<file path="src/common/bau_map.svh">
// register map, field positions and reset values of the byte arithmetic unit
`ifndef BAU_MAP_SVH
`define BAU_MAP_SVH

// ****************************************************************
// bus geometry and byte offsets
// ****************************************************************
`define BAU_ADDR_W 8
`define BAU_OFF_ACCUM 8'h00
`define BAU_OFF_FLAGS 8'h04
`define BAU_OFF_CMD 8'h08
`define BAU_OFF_MEM 8'h40

// ****************************************************************
// flag bit positions
// ****************************************************************
`define BAU_FLAG_Z 0
`define BAU_FLAG_C 1
`define BAU_FLAG_AUX 2
`define BAU_FLAG_OVF 3

// ****************************************************************
// command fields (low bit of each)
// ****************************************************************
`define BAU_CMD_OP_LSB 0
`define BAU_CMD_ADDR_LSB 8
`define BAU_CMD_IMM_LSB 16

// ****************************************************************
// reset values and bus answers
// ****************************************************************
`define BAU_RST_ACC 8'h00
`define BAU_RST_FLAGS 4'h0
`define BAU_RST_CMD 24'h000000
`define BAU_RST_MEM 8'h00
`define BAU_RESP_OKAY 2'h0
`define BAU_RESP_SLVERR 2'h2

`endif

</file>
<file path="src/common/bau_pkg.sv">
// types shared by the byte arithmetic unit
package bau_pkg;

  // ****************************************************************
  // operation codes as software writes them into the command register
  // ****************************************************************
  typedef enum logic [4:0] {
    OP_NOP = 5'h00,
    OP_ADD_AI = 5'h01,
    OP_ADD_AM = 5'h02,
    OP_ADD_MA = 5'h03,
    OP_ADDC_AM = 5'h04,
    OP_ADDC_MA = 5'h05,
    OP_ADDC_A = 5'h06,
    OP_ADDC_M = 5'h07,
    OP_SUB_AI = 5'h08,
    OP_SUB_AM = 5'h09,
    OP_SUB_MA = 5'h0A,
    OP_SUBC_AM = 5'h0B,
    OP_SUBC_MA = 5'h0C,
    OP_SUBC_A = 5'h0D,
    OP_SUBC_M = 5'h0E,
    OP_INC_M = 5'h0F,
    OP_DEC_M = 5'h10,
    OP_CLR_M = 5'h11
  } bau_op_t;

  // register decode result
  typedef enum logic [2:0] {SEL_ACCUM, SEL_FLAGS, SEL_CMD, SEL_MEM, SEL_NONE} bau_sel_t;

  typedef logic [7:0] bau_byte_t;

endpackage : bau_pkg

</file>
<file path="src/rtl/bau_adder.sv">
// 8-bit adder with borrow handling and the carry, aux and overflow flags
`timescale 1ns/1ns
`default_nettype none

module bau_adder
  import bau_pkg::*;
(
  // operands
  input wire bau_byte_t x,
  input wire bau_byte_t y,
  input wire logic cin,
  input wire logic sub,
  // result and flags
  output bau_byte_t res,
  output logic carry,
  output logic aux,
  output logic ovf
);

  bau_byte_t y_eff;
  logic c_eff;
  logic [8:0] full;
  logic [4:0] half;

  // subtraction is x + ~y + ~borrow; the carry out is then inverted so that carry means borrow
  always_comb begin
    y_eff = sub ? ~y : y;
    c_eff = sub ? ~cin : cin;
    full = {1'h0, x} + {1'h0, y_eff} + {8'h00, c_eff};
    half = {1'h0, x[3:0]} + {1'h0, y_eff[3:0]} + {4'h0, c_eff};
    res = full[7:0];
    carry = full[8] ^ sub;
    aux = half[4] ^ sub;
    ovf = (x[7] == y_eff[7]) && (full[7] != x[7]);
  end

endmodule : bau_adder

`default_nettype wire

</file>
<file path="src/rtl/bau_top.sv">
// byte arithmetic unit with accumulator, flags and data bytes behind AXI4-Lite
//
// The register offsets and the AXI4-Lite interface to the registers were decided locally.
`timescale 1ns/1ns
`default_nettype none
`include "bau_map.svh"

module bau_top
  import bau_pkg::*;
#(
  parameter int MEM_WORDS = 16
) (
  // clock and reset
  input wire logic MCLK,
  input wire logic RST,
  // write address channel
  input wire logic [`BAU_ADDR_W-1:0] AWADDR,
  input wire logic [2:0] AWPROT,
  input wire logic AWVALID,
  output logic AWREADY,
  // write data channel
  input wire logic [31:0] WDATA,
  input wire logic [3:0] WSTRB,
  input wire logic WVALID,
  output logic WREADY,
  // write response channel
  output logic [1:0] BRESP,
  output logic BVALID,
  input wire logic BREADY,
  // read address channel
  input wire logic [`BAU_ADDR_W-1:0] ARADDR,
  input wire logic [2:0] ARPROT,
  input wire logic ARVALID,
  output logic ARREADY,
  // read data channel
  output logic [31:0] RDATA,
  output logic [1:0] RRESP,
  output logic RVALID,
  input wire logic RREADY
);

  localparam int IDX_W = (MEM_WORDS > 1) ? $clog2(MEM_WORDS) : 1;

  // ****************************************************************
  // decode helpers
  // ****************************************************************

  // word address to register; byte lanes inside a word are not decoded
  function automatic bau_sel_t reg_sel(input logic [`BAU_ADDR_W-1:0] a);
    logic [`BAU_ADDR_W-1:0] wa;
    wa = {a[`BAU_ADDR_W-1:2], 2'h0};
    if (wa == `BAU_OFF_ACCUM) return SEL_ACCUM;
    if (wa == `BAU_OFF_FLAGS) return SEL_FLAGS;
    if (wa == `BAU_OFF_CMD) return SEL_CMD;
    if (wa >= `BAU_OFF_MEM && (wa - `BAU_OFF_MEM) < 8'(4 * MEM_WORDS)) return SEL_MEM;
    return SEL_NONE;
  endfunction : reg_sel

  function automatic logic [IDX_W-1:0] mem_idx(input logic [`BAU_ADDR_W-1:0] a);
    return IDX_W'((a - `BAU_OFF_MEM) >> 2);
  endfunction : mem_idx

  // ****************************************************************
  // architectural state
  // ****************************************************************
  bau_byte_t accumulator;
  logic [3:0] flags;
  logic [23:0] cmd_q;
  bau_byte_t mem [MEM_WORDS];

  // ****************************************************************
  // write channels
  // ****************************************************************
  logic aw_held;
  logic w_held;
  logic [`BAU_ADDR_W-1:0] aw_addr_q;
  logic [31:0] w_data_q;
  logic [3:0] w_strb_q;
  logic aw_fire;
  logic w_fire;
  logic do_write;
  logic [`BAU_ADDR_W-1:0] wr_addr;
  logic [31:0] wr_data;
  logic [3:0] wr_strb;
  bau_sel_t wr_sel;

  // no new write is taken while a response waits, so one write at a time
  assign AWREADY = !aw_held && !BVALID;
  assign WREADY = !w_held && !BVALID;
  assign aw_fire = AWVALID && AWREADY;
  assign w_fire = WVALID && WREADY;
  // write happens at the edge where both halves are present, either order
  assign do_write = (aw_held || aw_fire) && (w_held || w_fire);
  assign wr_addr = aw_held ? aw_addr_q : AWADDR;
  assign wr_data = w_held ? w_data_q : WDATA;
  assign wr_strb = w_held ? w_strb_q : WSTRB;
  assign wr_sel = reg_sel(wr_addr);

  // hold the address half until the data half arrives
  always_ff @(posedge MCLK) begin
    if (RST) begin
      aw_held <= 1'h0;
      aw_addr_q <= '0;
    end else if (do_write) begin
      aw_held <= 1'h0;
    end else if (aw_fire) begin
      aw_held <= 1'h1;
      aw_addr_q <= AWADDR;
    end
  end

  // hold the data half until the address half arrives
  always_ff @(posedge MCLK) begin
    if (RST) begin
      w_held <= 1'h0;
      w_data_q <= 32'h00000000;
      w_strb_q <= 4'h0;
    end else if (do_write) begin
      w_held <= 1'h0;
    end else if (w_fire) begin
      w_held <= 1'h1;
      w_data_q <= WDATA;
      w_strb_q <= WSTRB;
    end
  end

  // write response, unmapped addresses answer with a slave error
  always_ff @(posedge MCLK) begin
    if (RST) begin
      BVALID <= 1'h0;
      BRESP <= `BAU_RESP_OKAY;
    end else if (do_write) begin
      BVALID <= 1'h1;
      BRESP <= (wr_sel == SEL_NONE) ? `BAU_RESP_SLVERR : `BAU_RESP_OKAY;
    end else if (BREADY) begin
      BVALID <= 1'h0;
    end
  end

  // ****************************************************************
  // command decode and operand steering
  // ****************************************************************
  logic [23:0] cmd_m;
  logic exec;
  bau_op_t op;
  logic [IDX_W-1:0] idx;
  bau_byte_t imm;
  bau_byte_t mem_rd;
  bau_byte_t x;
  bau_byte_t y;
  logic cin;
  logic sub;
  logic to_acc;
  logic to_mem;
  logic clr;
  logic upd_flags;
  bau_byte_t res;
  logic res_c;
  logic res_ac;
  logic res_ov;

  // lanes left unstrobed keep the previous command field
  always_comb begin
    for (int i = 0; i < 3; i++) begin
      cmd_m[8*i +: 8] = wr_strb[i] ? wr_data[8*i +: 8] : cmd_q[8*i +: 8];
    end
  end

  // an operation runs at the edge that writes the opcode lane
  assign exec = do_write && (wr_sel == SEL_CMD) && wr_strb[0];
  assign op = bau_op_t'(cmd_m[`BAU_CMD_OP_LSB +: 5]);
  assign idx = cmd_m[`BAU_CMD_ADDR_LSB +: IDX_W];
  assign imm = cmd_m[`BAU_CMD_IMM_LSB +: 8];
  assign mem_rd = mem[idx];

  // every form but no-op and clear is one pass through the adder; cin is carry or borrow in
  always_comb begin
    x = accumulator;
    y = 8'h00;
    cin = 1'h0;
    sub = 1'h0;
    to_acc = 1'h0;
    to_mem = 1'h0;
    clr = 1'h0;
    unique case (op)
      OP_NOP: begin
      end
      OP_ADD_AI: begin
        y = imm;
        to_acc = 1'h1;
      end
      OP_ADD_AM: begin
        y = mem_rd;
        to_acc = 1'h1;
      end
      OP_ADD_MA: begin
        y = mem_rd;
        to_mem = 1'h1;
      end
      OP_ADDC_AM: begin
        y = mem_rd;
        cin = flags[`BAU_FLAG_C];
        to_acc = 1'h1;
      end
      OP_ADDC_MA: begin
        y = mem_rd;
        cin = flags[`BAU_FLAG_C];
        to_mem = 1'h1;
      end
      OP_ADDC_A: begin
        cin = flags[`BAU_FLAG_C];
        to_acc = 1'h1;
      end
      OP_ADDC_M: begin
        x = mem_rd;
        cin = flags[`BAU_FLAG_C];
        to_mem = 1'h1;
      end
      OP_SUB_AI: begin
        y = imm;
        sub = 1'h1;
        to_acc = 1'h1;
      end
      OP_SUB_AM: begin
        y = mem_rd;
        sub = 1'h1;
        to_acc = 1'h1;
      end
      OP_SUB_MA: begin
        x = mem_rd;
        y = accumulator;
        sub = 1'h1;
        to_mem = 1'h1;
      end
      OP_SUBC_AM: begin
        y = mem_rd;
        cin = flags[`BAU_FLAG_C];
        sub = 1'h1;
        to_acc = 1'h1;
      end
      OP_SUBC_MA: begin
        x = mem_rd;
        y = accumulator;
        cin = flags[`BAU_FLAG_C];
        sub = 1'h1;
        to_mem = 1'h1;
      end
      OP_SUBC_A: begin
        cin = flags[`BAU_FLAG_C];
        sub = 1'h1;
        to_acc = 1'h1;
      end
      OP_SUBC_M: begin
        x = mem_rd;
        cin = flags[`BAU_FLAG_C];
        sub = 1'h1;
        to_mem = 1'h1;
      end
      OP_INC_M: begin
        x = mem_rd;
        cin = 1'h1;
        to_mem = 1'h1;
      end
      OP_DEC_M: begin
        x = mem_rd;
        cin = 1'h1;
        sub = 1'h1;
        to_mem = 1'h1;
      end
      OP_CLR_M: begin
        clr = 1'h1;
      end
      default: begin
        // unassigned codes behave as no operation
      end
    endcase
  end

  // clear is the only form that writes without touching flags
  assign upd_flags = to_acc || to_mem;

  bau_adder u_adder (
    .x(x),
    .y(y),
    .cin(cin),
    .sub(sub),
    .res(res),
    .carry(res_c),
    .aux(res_ac),
    .ovf(res_ov)
  );

  // ****************************************************************
  // state updates
  // ****************************************************************

  // accumulator: software write or operation result
  always_ff @(posedge MCLK) begin
    if (RST) begin
      accumulator <= `BAU_RST_ACC;
    end else if (exec && to_acc) begin
      accumulator <= res;
    end else if (do_write && wr_sel == SEL_ACCUM && wr_strb[0]) begin
      accumulator <= wr_data[7:0];
    end
  end

  // flags: software may preset carry before a carry form
  always_ff @(posedge MCLK) begin
    if (RST) begin
      flags <= `BAU_RST_FLAGS;
    end else if (exec && upd_flags) begin
      flags[`BAU_FLAG_Z] <= (res == 8'h00);
      flags[`BAU_FLAG_C] <= res_c;
      flags[`BAU_FLAG_AUX] <= res_ac;
      flags[`BAU_FLAG_OVF] <= res_ov;
    end else if (do_write && wr_sel == SEL_FLAGS && wr_strb[0]) begin
      flags <= wr_data[3:0];
    end
  end

  // last command, read back for debug
  always_ff @(posedge MCLK) begin
    if (RST) begin
      cmd_q <= `BAU_RST_CMD;
    end else if (do_write && wr_sel == SEL_CMD) begin
      cmd_q <= cmd_m;
    end
  end

  // data bytes: software write, operation result or clear
  always_ff @(posedge MCLK) begin
    if (RST) begin
      for (int i = 0; i < MEM_WORDS; i++) begin
        mem[i] <= `BAU_RST_MEM;
      end
    end else if (exec && clr) begin
      mem[idx] <= 8'h00;
    end else if (exec && to_mem) begin
      mem[idx] <= res;
    end else if (do_write && wr_sel == SEL_MEM && wr_strb[0]) begin
      mem[mem_idx(wr_addr)] <= wr_data[7:0];
    end
  end

  // ****************************************************************
  // read channel
  // ****************************************************************
  logic [31:0] rd_data;
  logic [1:0] rd_resp;

  assign ARREADY = !RVALID;

  // bits above a register's width read as zero
  always_comb begin
    rd_data = 32'h00000000;
    rd_resp = `BAU_RESP_OKAY;
    unique case (reg_sel(ARADDR))
      SEL_ACCUM: rd_data = {24'h000000, accumulator};
      SEL_FLAGS: rd_data = {28'h0000000, flags};
      SEL_CMD: rd_data = {8'h00, cmd_q};
      SEL_MEM: rd_data = {24'h000000, mem[mem_idx(ARADDR)]};
      SEL_NONE: rd_resp = `BAU_RESP_SLVERR;
    endcase
  end

  // data is registered at the address handshake and held until taken
  always_ff @(posedge MCLK) begin
    if (RST) begin
      RVALID <= 1'h0;
      RDATA <= 32'h00000000;
      RRESP <= `BAU_RESP_OKAY;
    end else if (ARVALID && ARREADY) begin
      RVALID <= 1'h1;
      RDATA <= rd_data;
      RRESP <= rd_resp;
    end else if (RREADY) begin
      RVALID <= 1'h0;
    end
  end

  // ****************************************************************
  // checks: snapshot of the state just before each operation
  // ****************************************************************
  logic h_valid;
  bau_op_t h_op;
  bau_byte_t h_accum;
  bau_byte_t h_mem;
  bau_byte_t h_imm;
  logic h_c;
  logic h_upd;
  logic h_to_mem;
  logic [IDX_W-1:0] h_idx;
  logic [3:0] h_flags;
  bau_byte_t h_res;

  always_ff @(posedge MCLK) begin
    h_valid <= exec && !RST;
    h_op <= op;
    h_accum <= accumulator;
    h_mem <= mem_rd;
    h_imm <= imm;
    h_c <= flags[`BAU_FLAG_C];
    h_upd <= upd_flags;
    h_to_mem <= to_mem;
    h_idx <= idx;
    h_flags <= flags;
  end

  assign h_res = h_to_mem ? mem[h_idx] : accumulator;
endmodule : bau_top

`default_nettype wire

</file>
<file path="config.mk">
export PLATFORM = sky130hd
export DESIGN_NAME = bau_top
export DESIGN_NICKNAME = d
export VERILOG_FILES = /design/src/common/bau_pkg.sv /design/src/rtl/bau_adder.sv /design/src/rtl/bau_top.sv
export VERILOG_INCLUDE_DIRS = /design/src /design/src/common
export SDC_FILE = /design/constraint.sdc
export NUM_CORES = 1
export LEC_CHECK = 0
export BUFFER_PORTS_ARGS = -buffer_cell sky130_fd_sc_hd__buf_2
export CORE_MARGIN = 8
export CORE_UTILIZATION = 55
export DETAILED_ROUTE_END_ITERATION = 7
export PLACE_DENSITY = 0.78
export SLEW_MARGIN = 5
export SYNTH_ARGS = -nofsm -noshare
export SYNTH_HDL_FRONTEND = slang
export SYNTH_SLANG_ARGS = --single-unit
</file>
<file path="constraint.sdc">
create_clock -name MCLK -period 7.6 [get_ports MCLK]
set_input_delay 0.76 -clock MCLK [delete_from_list [all_inputs] [get_ports MCLK]]
set_output_delay 0.76 -clock MCLK [all_outputs]
set_load 0.03 [all_outputs]
</file>
==> flow_summary.ini <==
[pwr]
p_int_w = 0.00222
pwr-share-clk_pct = 39.9
sequentialPowerShare_pct = 45.0
p_leak_nw = 5.02
power_switching_w = 0.000819
power_frac_comb_pct = 15.1
switching_share_pct = 26.9
irDropWorstVdd_mv = 0.145
total_power_w = 0.00304
p_per_area_mw_per_mm2 = 220

[clock_network]
cts_tree = done
clock-sinks = 227
htree_levels = 1
cts-root-buf = clkbuf_16
postCtsHoldBufs = 0
post_cts_resized = 0
worstSkewPairLatency_ns = 0.54
clk_pin_slew_ns = 0.06
cts_setup_buffers = 0
numCtsBuffers = 24
clk_path_buf_depth = 3

[route]
drcViolationCount = 0
wirelength_um = 34500
vias = 9519
drt_iter0_drc = 1115
drtAntennaViolNets = 0
drtPass1Iterations = 7
wire_per_inst_um = 23.2
vias_per_cell = 6.40

[die]
die_height_um = 166
dieArea_mm2 = 0.0276
start_util_pct = 55.3
core_mm2 = 0.0224
ios = 106
fp-row-count = 55
fp.dieW_um = 166

[critical_path]
required_ns = 7.87
critical_path.cell_chain = mux2i_1, and2_1, nor3b_1, a222oi_1, xnor2_1, fa_1, fa_1, nor2b_1, o21ai_0, nand2_1, xor2_1, a22oi_1, buf_4, nor2_1
cp_slowest_cell = nor3b_1
reg2reg_from = w_held
crit_path_frequent_cell = fa_1
critical_path_class = reg2reg
r2r_slack_ns = 1.50
critPathMaxStageDelay_ns = 0.92
rr_endpoint = mem[1][4]
arrival_ns = 6.36
end_kind = register
r2r_cells = 14
path_max_fanout = 36
crit_end = mem[1][4]
critPathLaunchType = register
cp-startpoint = w_held

[min_path]
min_path_type = in2reg

[timing]
fin_crit_sh_pct = 80.2
tightest_slew_ns = 1.19
setup_tns_ns = 0
period_minus_slack_ns = 6.10
finalSetupViolCount = 0
max_freq_mhz = 164
final_max_slew_viol_count = 0
rsz0062_at_grt = no
hold_violations = 0
fin_skew_ns = 0.0273
relSlewSlack_pct = 20.7

[cells_and_area]
fill_cells = 1762
final_cell_mix = 220 x nor2_1, 128 x edfxtp_1, 98 x dfxtp_1, 89 x mux2i_1, 87 x nand2_1
areaGrowthSynthToFinish_pct = 11.3
drive_above_1_share_pct = 22.6
antennaDiodeCount = 0
layout_commonest_cell = nor2_1
fin_nets = 1259

[synthesis]
synth_cell_types = 54
syn_avg_cell_area_um2 = 10.9
synth-edff-count = 128
synth_top_flop_cell = edfxtp_1
async_flop_share_pct = 0
syn_inst = 1136
ys_ff_latch = 227
seq_area_frac_synth_pct = 46.9
yosysWarnings = 0
syn_area_mm2 = 0.0124

[run]
drv_cap = 0

[global_route]
track_usage_pct = 24.5
grt_pass1_vias = 9439
grt_pass1_wl_um = 53600
grt-ovfl-total = 0
antenna_found_initial = 0
grt_max_degree = 75

[placement]
dp_hpwl_um = 23700
portBuffers = 76
gp_congestion = 0.919

[status]
status = completed
## kinds of logic (layout without fill, tap and decap cells)
| kind of cell | Yosys count | after routing | share of synthesized area (%) |
|---|---|---|---|
| compound gates | 169 | 169 | 9.32 |
| xor+xnor | 17 | 17 | 1.20 |
| fa+ha+maj | 9 | 9 | 1.03 |
| buf+inv | 101 | 159 | 3.64 |
| flops | 227 | 227 | 46.9 |
| mux | 196 | 196 | 23.2 |
| other cells | 1 | 10 | 0.0302 |
| simple gates | 416 | 416 | 14.7 |
## synth_stat cells, types with 15 or more instances
cell type | count | area share, %
nand2_2 | 16 | 0.81
nand2_1 | 87 | 2.6
mux2i_1 | 91 | 7.3
nor3_1 | 24 | 0.97
nor2_1 | 220 | 6.7
a21oi_1 | 64 | 2.6
edfxtp_1 | 128 | 31
clkbuf_1 | 47 | 1.4
o21ai_0 | 19 | 0.77
buf_4 | 15 | 0.91
a22oi_1 | 25 | 1.5
dfxtp_1 | 99 | 16
inv_1 | 18 | 0.54
mux4_2 | 69 | 13
a211oi_1 | 15 | 0.91
nand2b_1 | 22 | 1.1
mux2_2 | 33 | 3.0
## final cells by class
cell class / instances / area [um2] / area share (%)
inverters: 18 / 67.6 / 0.489
flip-flops and latches: 227 / 5830 / 42.2
repair buffers: 97 / 541 / 3.91
well taps: 285 / 357 / 2.58
clock inverters: 15 / 136 / 0.987
multi-input cells: 817 / 6210 / 44.9
clock buffers: 29 / 682 / 4.94
## worst min path at each step
stage | from | to | slack, ns | depth (start not counted)
2_1_floorplan | w_data_q[5] | w_data_q[5] | 0.43 | 2
3_3_place_gp | w_data_q[7] | w_data_q[7] | 0.44 | 2
3_5_place_dp | w_data_q[22] | w_data_q[22] | 0.45 | 2
4_1_cts | RREADY | RVALID | 0.39 | 2
5_1_grt | RREADY | RVALID | 0.40 | 2
6_report | RREADY | RVALID | 0.40 | 2
## flip-flops by register name, summed over array words and instances, names as in the netlist, 3 cells and up
register / count
RDATA: 24
accumulator: 8
aw_addr_q: 6
cmd_q: 24
flags: 4
mem: 128
w_data_q: 24
w_strb_q: 3
## power by group through the flow
stage / sequential (W) / combinational [W] / clock (W)
6_report: 0.00137 / 0.000460 / 0.00121
5_1_grt: 0.00137 / 0.000490 / 0.00127
4_1_cts: 0.00137 / 0.000454 / 0.00121
3_5_place_dp: 0.00139 / 0.000450 / 0
3_3_place_gp: 0.00139 / 0.000440 / 0
2_1_floorplan: 0.00138 / 0.000333 / 0
## worst max-delay path, delay by kind of cell, from the launching register on
family                   cells  cell delay [ns]
AO/OA/AOI/OAI                3             1.00
adder cells (fa/ha/maj)      2             0.93
AND/OR/NAND/NOR              5             1.54
buffers and inverters        1             0.33
flip-flops                   1             0.91
XOR/XNOR                     2             0.31
multiplexers                 1             0.79
## layer usage
layer	up-vias	global-route usage, %	share of wire, %
met2	530	40.7	48
met5	-	0	0
met4	0	14.1	6.2
met1	4630	29.8	37
met3	111	4.23	8.6
li1	4248	-	-
## stage by stage
| step | worst slack [ns] | hold slack (ns) | cells | util, % | area [um2] |
|---|---|---|---|---|---|
| after floorplan | 1.90 | 0.433 | 1145 | - | 12400 |
| after global placement | 1.56 | 0.438 | 1444 | 57.9 | 13000 |
| after detailed placement | 1.61 | 0.447 | 1444 | 57.9 | 13000 |
| after CTS | 1.49 | 0.392 | 1488 | 61.6 | 13800 |
| after global routing | 1.17 | 0.404 | 1488 | 61.6 | 13800 |
| final | 1.50 | 0.400 | 1488 | 61.6 | 13800 |
(Power assumes the default switching activity.)
